===== src/tcs_defs.svh =====
`ifndef TCS_DEFS_SVH
`define TCS_DEFS_SVH

// ============================================================
// Register map
`define TCS_REG_GPIO_SW       8'h2D
`define TCS_GPIO_SW_BIT       0
`define TCS_GPIO_SW_RST       8'h00

// ============================================================
// Timing
`define TCS_CLK_PERIOD_NS     10
`define TCS_DRAIN_TICK_US     1000
`define TCS_DRAIN_TICK_CYCLES ((`TCS_DRAIN_TICK_US * 1000) / `TCS_CLK_PERIOD_NS)
`define TCS_OV_DRAIN_TICKS    4'h4

`endif


===== src/tcs_pkg.sv =====
package tcs_pkg;

	// ============================================================
	// Function of the general-purpose output.
	typedef enum logic [1:0] {
		TCS_GPIO_SOFTWARE   = 2'h0,
		TCS_GPIO_FAULT      = 2'h1,
		TCS_GPIO_DEBUG      = 2'h2,
		TCS_GPIO_SINK_POWER = 2'h3
	} tcs_gpio_mode_e;

	// ============================================================
	// Port status from the Type-C state machine, same clock.
	typedef struct packed {
		logic src_attached;
		logic debug_attached;
		logic cc2_side;
		logic adv_3a;
		logic adv_1a5;
		logic err_recovery;
		logic detach;
	} tcs_status_s;

	// ============================================================
	// Non-volatile settings, static after load.
	typedef struct packed {
		tcs_gpio_mode_e gpio_cfg;
		logic           drain_en;
		logic [3:0]     drain_ticks;
	} tcs_nvm_s;

endpackage


===== src/tcs_status_outputs.sv =====
`timescale 1ns/10ps
`include "tcs_defs.svh"

// What this block does
// - Both CC terminations are off while reset is held.
// - Attach output pulls low once a source connection is valid.
// - Attach output also pulls low for a debug accessory.
// - High current flag pulls low only for a 3.0 A source.
// - Medium current flag pulls low only for a 1.5 A source.
// - Aux output function picked by a two-bit setting, default sink power.
// - Software mode: bit 0 at 2Dh set pulls aux low; resets to 0.
// - Fault mode: aux pulls low while a hardware fault is present.
// - Debug mode: aux pulls low while a debug accessory is present.
// - Sink power mode: aux pulls low only for a 3.0 A source.
// - Orientation released for CC1, pulled low for CC2.
// - System and receptacle discharge switch on and off together.
// - Discharge starts on detach or error recovery, for a set duration.
// - Power path enable pulls low with source attached and conditions met.
// - Power path released on detach, error recovery or VBUS out of window.
// - Error recovery drops power path, flags and CC terminations.
// - Detach during error recovery discharges for the fixed overvoltage time.
module tcs_status_outputs #(
	parameter int         TICK_CYCLES = `TCS_DRAIN_TICK_CYCLES,
	parameter logic [3:0] OV_TICKS    = `TCS_OV_DRAIN_TICKS
) (
	input  wire logic                SYS_CLK,
	input  wire logic                RESET,
	input  wire tcs_pkg::tcs_status_s STATUS,
	input  wire tcs_pkg::tcs_nvm_s   NVM_CFG,
	input  wire logic                VBUS_ABOVE_LOW,
	input  wire logic                VBUS_ABOVE_HIGH,
	input  wire logic                HW_FAULT,
	input  wire logic [7:0]          REG_ADDR,
	input  wire logic                REG_WR,
	input  wire logic [7:0]          REG_WDATA,
	output logic [7:0]               REG_RDATA,
	output logic                     CC1_TERM_EN,
	output logic                     CC2_TERM_EN,
	output logic                     ATTACH_PULL,
	output logic                     HIGH_CURRENT_FLAG_N_PULL,
	output logic                     MEDIUM_CURRENT_FLAG_N_PULL,
	output logic                     AUX_OUT_PULL,
	output logic                     ORIENT_PULL,
	output logic                     POWER_PATH_ENABLE_N_PULL,
	output logic                     SYSTEM_DISCHARGE_N_PULL,
	output logic                     RECEPTACLE_SENSE_DISCHARGE_EN
);
	// ============================================================
	// Synchronisers for the analog comparators and fault detectors.
	logic [2:0] meta_r;
	logic [2:0] sync_r;
	always_ff @(posedge SYS_CLK) begin
		meta_r <= {HW_FAULT, VBUS_ABOVE_HIGH, VBUS_ABOVE_LOW};
		sync_r <= meta_r;
	end
	wire vbus_low_ok  = sync_r[0];
	wire vbus_high_ov = sync_r[1];
	wire hw_fault     = sync_r[2];

	// ============================================================
	// Software control register.
	logic [7:0] aux_out_software_r;
	logic [7:0] rdata_r;
	wire        sel_sw = (REG_ADDR == `TCS_REG_GPIO_SW);
	always_ff @(posedge SYS_CLK) begin
		if (RESET) begin
			aux_out_software_r <= `TCS_GPIO_SW_RST;
			rdata_r            <= 8'h00;
		end else begin
			if (REG_WR && sel_sw) begin
				aux_out_software_r <= REG_WDATA;
			end
			rdata_r <= sel_sw ? aux_out_software_r : 8'h00;
		end
	end

	// ============================================================
	// Output decode. Error recovery overrides every attached indication except the aux output in debug mode.
	wire err       = STATUS.err_recovery;
	wire src_ok    = STATUS.src_attached && !err;
	wire flag_3a   = src_ok && STATUS.adv_3a;
	wire flag_1a5  = src_ok && STATUS.adv_1a5;
	wire attach    = (STATUS.src_attached || STATUS.debug_attached) && !err;
	wire vbus_ok   = vbus_low_ok && !vbus_high_ov;
	wire pp_nxt    = src_ok && vbus_ok;
	wire fault_ind = hw_fault || err;
	logic aux_nxt;

	// Mode selection of the general-purpose output.
	always_comb begin
		unique case (NVM_CFG.gpio_cfg)
			tcs_pkg::TCS_GPIO_SOFTWARE:   aux_nxt = aux_out_software_r[`TCS_GPIO_SW_BIT];
			tcs_pkg::TCS_GPIO_FAULT:      aux_nxt = fault_ind;
			tcs_pkg::TCS_GPIO_DEBUG:      aux_nxt = STATUS.debug_attached;
			tcs_pkg::TCS_GPIO_SINK_POWER: aux_nxt = flag_3a;
		endcase
	end

	// ============================================================
	// Output flops; all pull-low enables are released under reset.
	logic cc_r, attach_r, f3_r, f15_r, aux_r, orient_r, pp_r, err_d_r;
	always_ff @(posedge SYS_CLK) begin
		if (RESET) begin
			cc_r     <= 1'b0;
			attach_r <= 1'b0;
			f3_r     <= 1'b0;
			f15_r    <= 1'b0;
			aux_r    <= 1'b0;
			orient_r <= 1'b0;
			pp_r     <= 1'b0;
			err_d_r  <= 1'b0;
		end else begin
			cc_r     <= !err;
			attach_r <= attach;
			f3_r     <= flag_3a;
			f15_r    <= flag_1a5;
			aux_r    <= aux_nxt;
			orient_r <= attach && STATUS.cc2_side;
			pp_r     <= pp_nxt;
			err_d_r  <= err;
		end
	end

	// ============================================================
	// Discharge: one timer drives both paths, so they cannot drift apart.
	wire        err_entry   = err && !err_d_r;
	wire        drain_start = NVM_CFG.drain_en && (STATUS.detach || err_entry);
	wire        ov_detach   = STATUS.detach && err;
	wire  [3:0] drain_len   = ov_detach ? OV_TICKS : NVM_CFG.drain_ticks;
	logic       drain_act;

	tcs_drain_timer #(
		.TICK_CYCLES (TICK_CYCLES)
	) tcs_drain_timer_inst (
		.clk    (SYS_CLK),
		.reset  (RESET),
		.start  (drain_start),
		.ticks  (drain_len),
		.active (drain_act)
	);

	assign REG_RDATA                     = rdata_r;
	assign CC1_TERM_EN                   = cc_r;
	assign CC2_TERM_EN                   = cc_r;
	assign ATTACH_PULL                   = attach_r;
	assign HIGH_CURRENT_FLAG_N_PULL      = f3_r;
	assign MEDIUM_CURRENT_FLAG_N_PULL    = f15_r;
	assign AUX_OUT_PULL                  = aux_r;
	assign ORIENT_PULL                   = orient_r;
	assign POWER_PATH_ENABLE_N_PULL      = pp_r;
	assign SYSTEM_DISCHARGE_N_PULL       = drain_act;
	assign RECEPTACLE_SENSE_DISCHARGE_EN = drain_act;

	// ============================================================
	// Checks.
	chk_cc_reset_off: assert property (@(posedge SYS_CLK)
		RESET |=> !CC1_TERM_EN && !CC2_TERM_EN)
		else $error("CC termination on during reset");
	chk_attach_source: assert property (@(posedge SYS_CLK) disable iff (RESET)
		STATUS.src_attached && !err |=> ATTACH_PULL)
		else $error("attach not pulled for source");
	chk_attach_debug: assert property (@(posedge SYS_CLK) disable iff (RESET)
		STATUS.debug_attached && !err |=> ATTACH_PULL)
		else $error("attach not pulled for debug accessory");
	chk_flag_high: assert property (@(posedge SYS_CLK) disable iff (RESET)
		##1 HIGH_CURRENT_FLAG_N_PULL == $past(STATUS.src_attached && STATUS.adv_3a && !err))
		else $error("high current flag wrong");
	chk_flag_medium: assert property (@(posedge SYS_CLK) disable iff (RESET)
		##1 MEDIUM_CURRENT_FLAG_N_PULL == $past(STATUS.src_attached && STATUS.adv_1a5 && !err))
		else $error("medium current flag wrong");
	chk_aux_software: assert property (@(posedge SYS_CLK) disable iff (RESET)
		NVM_CFG.gpio_cfg == tcs_pkg::TCS_GPIO_SOFTWARE ##1 $stable(NVM_CFG.gpio_cfg)
		|-> AUX_OUT_PULL == $past(aux_out_software_r[0]))
		else $error("aux does not follow software bit");
	chk_aux_fault: assert property (@(posedge SYS_CLK) disable iff (RESET)
		NVM_CFG.gpio_cfg == tcs_pkg::TCS_GPIO_FAULT && (hw_fault || err) |=> AUX_OUT_PULL)
		else $error("aux not pulled on fault");
	chk_aux_debug: assert property (@(posedge SYS_CLK) disable iff (RESET)
		NVM_CFG.gpio_cfg == tcs_pkg::TCS_GPIO_DEBUG && !STATUS.debug_attached
		|=> !AUX_OUT_PULL)
		else $error("aux pulled without debug accessory");
	chk_aux_sink: assert property (@(posedge SYS_CLK) disable iff (RESET)
		NVM_CFG.gpio_cfg == tcs_pkg::TCS_GPIO_SINK_POWER
		|=> AUX_OUT_PULL == HIGH_CURRENT_FLAG_N_PULL)
		else $error("aux differs from high current flag");
	chk_orient_cc1: assert property (@(posedge SYS_CLK) disable iff (RESET)
		!STATUS.cc2_side |=> !ORIENT_PULL)
		else $error("orientation pulled for CC1");
	chk_orient_cc2: assert property (@(posedge SYS_CLK) disable iff (RESET)
		attach && STATUS.cc2_side |=> ORIENT_PULL)
		else $error("orientation not pulled for CC2");
	chk_drain_together: assert property (@(posedge SYS_CLK)
		SYSTEM_DISCHARGE_N_PULL == RECEPTACLE_SENSE_DISCHARGE_EN)
		else $error("discharge paths differ");
	chk_drain_start: assert property (@(posedge SYS_CLK) disable iff (RESET)
		drain_start |=> SYSTEM_DISCHARGE_N_PULL)
		else $error("discharge did not start");
	chk_pp_window: assert property (@(posedge SYS_CLK) disable iff (RESET)
		vbus_high_ov || !vbus_low_ok |=> !POWER_PATH_ENABLE_N_PULL)
		else $error("power path on outside VBUS window");
	chk_pp_enable: assert property (@(posedge SYS_CLK) disable iff (RESET)
		src_ok && vbus_ok |=> POWER_PATH_ENABLE_N_PULL)
		else $error("power path not enabled");
	chk_err_release: assert property (@(posedge SYS_CLK) disable iff (RESET)
		err |=> !POWER_PATH_ENABLE_N_PULL && !HIGH_CURRENT_FLAG_N_PULL
		&& !MEDIUM_CURRENT_FLAG_N_PULL && !CC1_TERM_EN)
		else $error("error recovery left outputs on");
	chk_ov_drain: assert property (@(posedge SYS_CLK) disable iff (RESET)
		ov_detach && NVM_CFG.drain_en |=> SYSTEM_DISCHARGE_N_PULL [*2])
		else $error("overvoltage discharge too short");
	chk_reset_release: assert property (@(posedge SYS_CLK)
		RESET |=> !ATTACH_PULL && !AUX_OUT_PULL && !POWER_PATH_ENABLE_N_PULL
		&& aux_out_software_r == 8'h00)
		else $error("output active during reset");

	// Main scenarios that the tests are meant to reach.
	cov_source_3a: cover property (@(posedge SYS_CLK) disable iff (RESET)
		HIGH_CURRENT_FLAG_N_PULL && POWER_PATH_ENABLE_N_PULL);
	cov_err_drain: cover property (@(posedge SYS_CLK) disable iff (RESET)
		err_entry ##1 SYSTEM_DISCHARGE_N_PULL);
	cov_sw_aux: cover property (@(posedge SYS_CLK) disable iff (RESET)
		NVM_CFG.gpio_cfg == tcs_pkg::TCS_GPIO_SOFTWARE && AUX_OUT_PULL);
	cov_debug_aux: cover property (@(posedge SYS_CLK) disable iff (RESET)
		NVM_CFG.gpio_cfg == tcs_pkg::TCS_GPIO_DEBUG && AUX_OUT_PULL);

endmodule // tcs_status_outputs


===== src/tcs_system_discharge_n_timer.sv =====
`timescale 1ns/10ps
`include "tcs_defs.svh"

// ============================================================
// Discharge timer: counts whole ticks once started.
module tcs_drain_timer #(
	parameter int TICK_CYCLES = `TCS_DRAIN_TICK_CYCLES
) (
	input  wire logic       clk,
	input  wire logic       reset,
	input  wire logic       start,
	input  wire logic [3:0] ticks,
	output logic            active
);
	localparam int PW = $clog2(TICK_CYCLES + 1);

	// ============================================================
	// The assertions on the outputs need at least two cycles per tick.
	if (TICK_CYCLES < 2) begin : g_chk
		$error("TICK_CYCLES must be at least 2");
	end

	logic [PW-1:0] pre_r;
	logic [3:0]    left_r;
	logic          active_r;
	wire           tick_end = (pre_r == PW'(TICK_CYCLES - 1));
	wire  [3:0]    load     = (ticks == 4'h0) ? 4'h1 : ticks;

	// A zero setting still gives one tick, so a start is never lost.
	always_ff @(posedge clk) begin
		if (reset) begin
			pre_r    <= '0;
			left_r   <= 4'h0;
			active_r <= 1'b0;
		end else if (start) begin
			pre_r    <= '0;
			left_r   <= load;
			active_r <= 1'b1;
		end else if (active_r) begin
			pre_r    <= tick_end ? '0 : pre_r + PW'(1);
			left_r   <= tick_end ? left_r - 4'h1 : left_r;
			active_r <= !(tick_end && left_r == 4'h1);
		end
	end

	assign active = active_r;

endmodule // tcs_drain_timer


===== config.mk =====
export PLATFORM = sky130hd
export DESIGN_NAME = tcs_status_outputs
export DESIGN_NICKNAME = d
export VERILOG_FILES = /design/src/tcs_pkg.sv /design/src/tcs_status_outputs.sv /design/src/tcs_system_discharge_n_timer.sv
export VERILOG_INCLUDE_DIRS = /design/src
export SDC_FILE = /design/constraint.sdc
export NUM_CORES = 1
export LEC_CHECK = 0
export ABC_AREA = 1
export BUFFER_PORTS_ARGS = -buffer_cell sky130_fd_sc_hd__buf_2
export CAP_MARGIN = 20
export CORE_MARGIN = 10
export CORE_UTILIZATION = 29
export CTS_CLUSTER_SIZE = 28
export DETAILED_ROUTE_END_ITERATION = 6
export GPL_TIMING_DRIVEN = 0
export PLACE_DENSITY = 0.59
export SLEW_MARGIN = 10
export SYNTH_ARGS = -nofsm -noshare
export SYNTH_HDL_FRONTEND = slang
export SYNTH_SLANG_ARGS = --single-unit

===== constraint.sdc =====
create_clock -name SYS_CLK -period 1.85 [get_ports SYS_CLK]
set_clock_uncertainty 0.1 [all_clocks]
set_input_delay 0.0925 -clock SYS_CLK [delete_from_list [all_inputs] [get_ports SYS_CLK]]
set_output_delay 0.0925 -clock SYS_CLK [all_outputs]
set_load 0.05 [all_outputs]

==> qor.txt, run 1 <==
Area growth syn-to-layout = 30.1%
Num ports = 54
Synth Flop Type = dfxtp_1
Crit-path slowest cell = dfxtp_1
Post-CTS Resized = 0
Hold Fails Final Rpt = 0
Post-Route WL = 5.07 mm
LEAKAGE = 0.00133 uW
Buffers plus inverters on the worst setup path = 1
Iteration-0 DRC Markers = 52
Worst-margin pin slew = 361 ps
Total power = 2090 uW
Synth area leader = dfxtp_1
Fin crit share = 84.0%
Ys async rst share = 0%
Syn Area/Cell = 7.55 sq um
Router iterations before antenna repair = 4
Drt drc = 0
Die height = 108 um
Synth Warn # = 0
CP Class = reg2reg
Setup Fix Bufs, Post-CTS = 0
Initial antenna violation count = 0
# hold bufs at CTS = 20
RSZ-0062 raised after global routing = false
# Max-Cap Violations = 0
Initial Utilization = 29.4%
Critical path arrival = 1670 ps
Setup slack after placement = 284 ps
Worst setup EP type = register
Setup Viol. Count Final = 0
Post-DP HPWL = 3.89 mm
Drt via density = 4.23
Path depth of the worst reg2reg path = 8
Die X = 108 um
TritonCTS clock tree = yes
Worst hold stages = 4
Post-synthesis cell area = 2250 sq um
Synth top area share = 46.3%
Critical Path RT = 1970 ps
Fin. max-slew vios = 0
FMAX = 644 MHz
Count leader, synth = nand2_1
Slew Limit Headroom = 75.7%
CTS buffer count = 5
Worst-Skew Late Latency = 310 ps
Global-route wire length before repair = 8.63 mm
Sequential share of the synthesized area = 46.3%
Crit-path cells = ha_1 > nand4_1 > nor2_2 > nand3_4 > nand2_4 > inv_2 > nand2_1 > nor2_2
Outcome = finished clean
RR Endpoint = tcs_drain_timer_inst.pre_r[10]
Die area = 11700 sq um
H-tree levels = 2
Final Net Count = 416
Layout cells sized above 1 = 25.1%
Root Buffer = clkbuf_8
Clock Path Buffers = 2
Synth unique cells = 33
Vias = 2030
Flop and latch count out of synthesis = 52
Most used cell, CP = nor2_2
Worst-path fanout max = 9
GP Congestion = 0.786
HP Start = NVM_CFG[6]
DR WL/cell = 10.6 um
Number of nets with antenna violations after routing = 0
Diode count = 0
Clock slew at reported path FFs = 100 ps
Family with the most delay on the worst path = simple AND/OR/NAND/NOR gates
Reg2Reg Setup Slack = 300 ps
Vias in the first global route = 2033
Critical R2R Launch = tcs_drain_timer_inst.pre_r[0]
Cells after Synth = 298
Setup WS post-layout = 297 ps
Max stage delay on crit path = 380 ps
Hold endpoint = AUX_OUT_PULL
Port-buffer cells = 52
Rows = 32
Tmin final = 1550 ps
Gr ovfl total = 0
Worst ir drop on vdd = 0.000336 V
Critical path startpoint category = register
Core area = 7650 sq um
Synth top cells by count = 62 x nand2_1, 55 x nor2_1, 52 x dfxtp_1, 34 x inv_1, 16 x nand3_1
Pwr Density = 714 nW/um^2
Post-Route Setup TNS = 0 ps
All-Layer GR Usage = 8.92%
Hold Path Class = in2reg
Post-synth EDFFs = 0
Area contributors post-synth = dfxtp_1 46%, nand2_1 10%, nor2_1 9.2%
Clock tree sinks = 52
Post-Syn Nets = 337
Largest net degree at the start of global routing = 18
[sequential cells by signal, indices dropped and copies added, names as in the netlist]
name                         flops
ATTACH_PULL                      1
AUX_OUT_PULL                     1
CC1_TERM_EN                      1
HIGH_CURRENT_FLAG_N_PULL         1
MEDIUM_CURRENT_FLAG_N_PULL       1
ORIENT_PULL                      1
POWER_PATH_ENABLE_N_PULL         1
REG_RDATA                        8
aux_out_software_r               8
err_d_r                          1
meta_r                           3
sync_r                           3
tcs_drain_timer_inst.active      1
tcs_drain_timer_inst.left_r      4
tcs_drain_timer_inst.pre_r      17
[how the worst max path moves through the flow]
stage	slack, ps	cells past startpoint	end	start
CTS	280	8	tcs_drain_timer_inst.pre_r[10]	tcs_drain_timer_inst.pre_r[0]
global placement	280	8	tcs_drain_timer_inst.pre_r[10]	tcs_drain_timer_inst.pre_r[0]
global route	150	8	tcs_drain_timer_inst.pre_r[10]	tcs_drain_timer_inst.pre_r[1]
finish	300	8	tcs_drain_timer_inst.pre_r[10]	tcs_drain_timer_inst.pre_r[0]
detailed placement	280	8	tcs_drain_timer_inst.pre_r[10]	tcs_drain_timer_inst.pre_r[0]
floorplan	170	7	tcs_drain_timer_inst.pre_r[12]	tcs_drain_timer_inst.active
[routing by layer]
layer  track usage, %  wire [um]  vias to the layer above
met4             2.86         60                        0
li1                 -          -                     1088
met3             4.34        439                        8
met1             10.1       2280                      879
met2             14.4       2300                       55
met5                0          0                        -
[cells by family (layout without fill, tap and decap cells)]
group	after synthesis	count (layout)	share of synthesized area, %
and+or+nand+nor	171	171	36.3
buffers and inverters	48	128	8.73
AOI/OAI and AO/OA	18	18	4.67
xor gates and xnor gates	6	6	2.34
adders and majority gates	3	3	1.67
DFF	52	52	46.3
[power breakdown]
part	total, uW	internal [uW]	switching [uW]
registers	1160	1150	12.8
clock network	676	278	398
logic	255	109	146
[cell type report]
| type | count | area, sq um |
|---|---|---|
| buffer | 6 | 37.5 |
| multi-input combinational | 198 | 1010 |
| fill | 798 | 4720 |
| inverter | 42 | 159 |
| clock buffer | 6 | 72.6 |
| timing repair buffer | 72 | 460 |
| clock inverter | 2 | 17.5 |
| tap | 102 | 128 |
| sequential | 52 | 1040 |
[placed cells by master (no fill, tap or decap), types with 2 or more instances in the layout]
cell type	netlist	final
nand4_1	7	7
inv_6	0	2
nand2_2	3	3
a211oi_1	2	2
ha_1	3	3
nor2_1	55	55
inv_1	34	34
nor3_1	6	6
nand3_1	16	16
dlygate4sd3_1	0	20
o21ai_0	3	3
xor2_1	5	5
dfxtp_1	52	52
buf_4	3	3
nand2_1	62	62
clkbuf_8	0	5
a21oi_1	10	10
inv_2	7	7
nor2_4	4	4
buf_2	3	55
or2_2	2	2
nor2_2	4	4
nand3_2	3	3
nor3b_2	2	2
[stage by stage]
step / area, sq um / hold WS (ps) / cells / utilization, %
2_1_floorplan: 2250 / 20.2 / 298 / -
3_3_place_gp: 2640 / 94.4 / 452 / 34.5
3_5_place_dp: 2640 / 97.2 / 452 / 34.5
4_1_cts: 2930 / 1.70 / 480 / 38.3
5_1_grt: 2930 / 30.0 / 480 / 38.3
6_report: 2930 / 13.5 / 480 / 38.3
[worst register-to-register path: stages, from the launching register on]
cell and delay (ps):
dfxtp_1 380, ha_1 200, nand4_1 110, nor2_2 190, nand3_4 150, nand2_4 160
inv_2 70, nand2_1 70, nor2_2 40
Note: power is estimated with default switching activity, not from simulation.
==> run 2: changes to the inputs <==
==> constraint.sdc (replaced) <==
create_clock -name SYS_CLK -period 1.46 [get_ports SYS_CLK]
set_clock_uncertainty 0.1 [all_clocks]
set_input_delay 0.073 -clock SYS_CLK [delete_from_list [all_inputs] [get_ports SYS_CLK]]
set_output_delay 0.073 -clock SYS_CLK [all_outputs]
set_load 0.05 [all_outputs]
==> qor.txt, run 2 (synthesized netlist as in run 1, its figures left out) <==
Slew Limit Headroom = 78.4% (+2.7 points)
Clock network power share = 38.6% (+6.3 points)
CP Class = reg2reg
Worst-margin pin slew = 323 ps (-38.2 ps)
Max FFs per register = 17 (unchanged)
Diode count = 0 (unchanged)
Failing checks = hold timing, setup timing
Hold Fails Final Rpt = 1 (+1)
Post-Route WL = 5.79 mm (+14%)
GP Congestion = 0.778 (-1.0%)
Outcome = complete, but fails checks
Clock Path Buffers = 2 (unchanged)
RSZ-0062 raised after global routing = true
Hold slack = -0.497 ps (-14.0 ps)
# Max-Cap Violations = 0 (unchanged)
Port-buffer cells = 52 (unchanged)
Number of nets with antenna violations after routing = 0 (unchanged)
Switch share = 23.8% (-2.8 points)
Critical Path RT = 1550 ps (-420 ps)
FMAX = 684 MHz (+6.2%)
H-tree levels = 2 (unchanged)
Post-DP HPWL = 3.84 mm (-1.3%)
All-Layer GR Usage = 9.94% (+1.0 points)
Combinational share of power = 12.6% (+0.4 points)
Initial antenna violation count = 0 (unchanged)
Critical path startpoint category = register
Commonest non-fill, non-tap cell in the layout = nand2_1
Clock slew at reported path FFs = 100 ps (about the same)
Net Sw Power = 717 uW (+29%)
Fin. max-slew vios = 0 (unchanged)
Worst setup EP type = register
Critical path arrival = 1560 ps (-110 ps)
Vias in the first global route = 2181 (+7.3%)
Reg power frac = 48.8% (-6.7 points)
Final design area excluding fillers = 3300 sq um (+13%)
Clock tree sinks = 52 (unchanged)
Num ports = 54 (unchanged)
DP Cell Count = 452 (unchanged)
Met3 usage = 4.16% (-0.18 points)
Worst ir drop on vdd = 0.000435 V (+29%)
Post-Route Setup TNS = -3.04 ps (-3.04 ps)
Tmin final = 1460 ps (-90.6 ps)
Hold Path Class = in2reg
Largest register by flop count = tcs_drain_timer_inst.pre_r
CTS buffer count = 5 (unchanged)
Commonest non-fill, non-tap cells in the layout = 58 x nand2_1, 55 x buf_2, 47 x nor2_1
Iteration-0 DRC Markers = 53 (+1.9%)
Largest net degree at the start of global routing = 16 (-2)
Drt drc = 0 (unchanged)
Rows = 32 (unchanged)
Setup WS post-layout = -2.75 ps (-299 ps)
Core area = 7650 sq um (unchanged)
Router iterations before antenna repair = 4 (unchanged)
Placement Cell Area = 2640 sq um (about the same)
Top Usage Layer GRT = met2
Final Net Count = 434 (+4.3%)
Die area = 11700 sq um (unchanged)
Met1 Track Usage GR = 11.3% (+1.2 points)
Vias = 2128 (+4.8%)
Die X = 108 um (unchanged)
Worst-path fanout max = 6 (-3)
Worst-Skew Late Latency = 310 ps (about the same)
LEAKAGE = 0.00153 uW (+15%)
Layout Cells excl Fill = 497 (+3.5%)
GR Util met2 = 16.9% (+2.4 points)
Fin crit share = 100% (+16 points)
TritonCTS clock tree = yes
Gr ovfl total = 0 (unchanged)
Pwr Density = 913 nW/um^2 (+28%)
Internal = 2290 uW (+50%)
DR WL/cell = 11.7 um (+10%)
Setup Viol. Count Final = 2 (+2)
Initial Utilization = 29.4% (unchanged)
Die height = 108 um (unchanged)
Area growth syn-to-layout = 46.6%
Layout cells sized above 1 = 35.4% (+10 points)
Drt via density = 4.28 (+1.2%)
Global-route wire length before repair = 9.67 mm (+12%)
Root Buffer = clkbuf_8
[run 2: per-layer routing]
layer	routed length [um]	vias to the layer above
met5	0	-
met1	2480	954
met3	407	10
li1	-	1116
met4	88	0
met2	2820	48
[run 2: layout make-up]
type	instances	area, sq um
Fill cell	739	4350
Tap cell	102	128
Timing Repair Buffer	89	621
Multi-Input combinational cell	199	1160
Sequential cell	52	1060
Clock buffer	5	68.8
Buffer	6	37.5
Inverter	42	165
Clock inverter	2	60.1
[run 2: path summary, 6_finish.rpt]
kind | endpoint | from | cells past startpoint | slack (ps)
max | tcs_drain_timer_inst.pre_r[3] | tcs_drain_timer_inst.pre_r[1] | 7 | -3
min reg2reg | sync_r[1] | meta_r[1] | 0 | 240
min | ATTACH_PULL | STATUS[5] | 3 | -0.5
max reg2reg | tcs_drain_timer_inst.pre_r[3] | tcs_drain_timer_inst.pre_r[1] | 7 | -3
[run 2: critical path, cell delays in order (launching register included)]
cell and delay [ps]:
dfxtp_2 360, ha_4 160, nand4_1 130, nor2_4 150, nand3_4 160, buf_12 180, nand2_8 70, nor2_2 30
[run 2: what timing repair did]
action                     in CTS  in global routing
gates cloned                    1                  0
setup buffers                   3                 12
hold buffers                   22                  0
pin swaps                       5                 16
setup endpoints to repair      16                 22
resized for setup              11                 33
hold endpoints to repair       21                  0
[run 2: power groups by stage]
stage / sequential (uW) / clock [uW] / combinational [uW]
after global placement: 1500 / 0 / 284
after global routing: 1470 / 1250 / 424
final: 1470 / 1160 / 379
after detailed placement: 1500 / 0 / 288
after CTS: 1470 / 1190 / 348
after floorplan: 1540 / 0 / 158
[run 2: metrics by stage]
step	hold WS [ps]	setup slack (ps)	utilization, %	total power, uW
floorplan	0.717	20.7	-	1690
global placement	76.5	-112	34.5	1790
CTS	4.86	-14.5	40.0	3010
detailed placement	77.5	-114	34.5	1790
global route	25.5	-93.7	43.1	3150
finish	-0.497	-2.75	43.1	3010
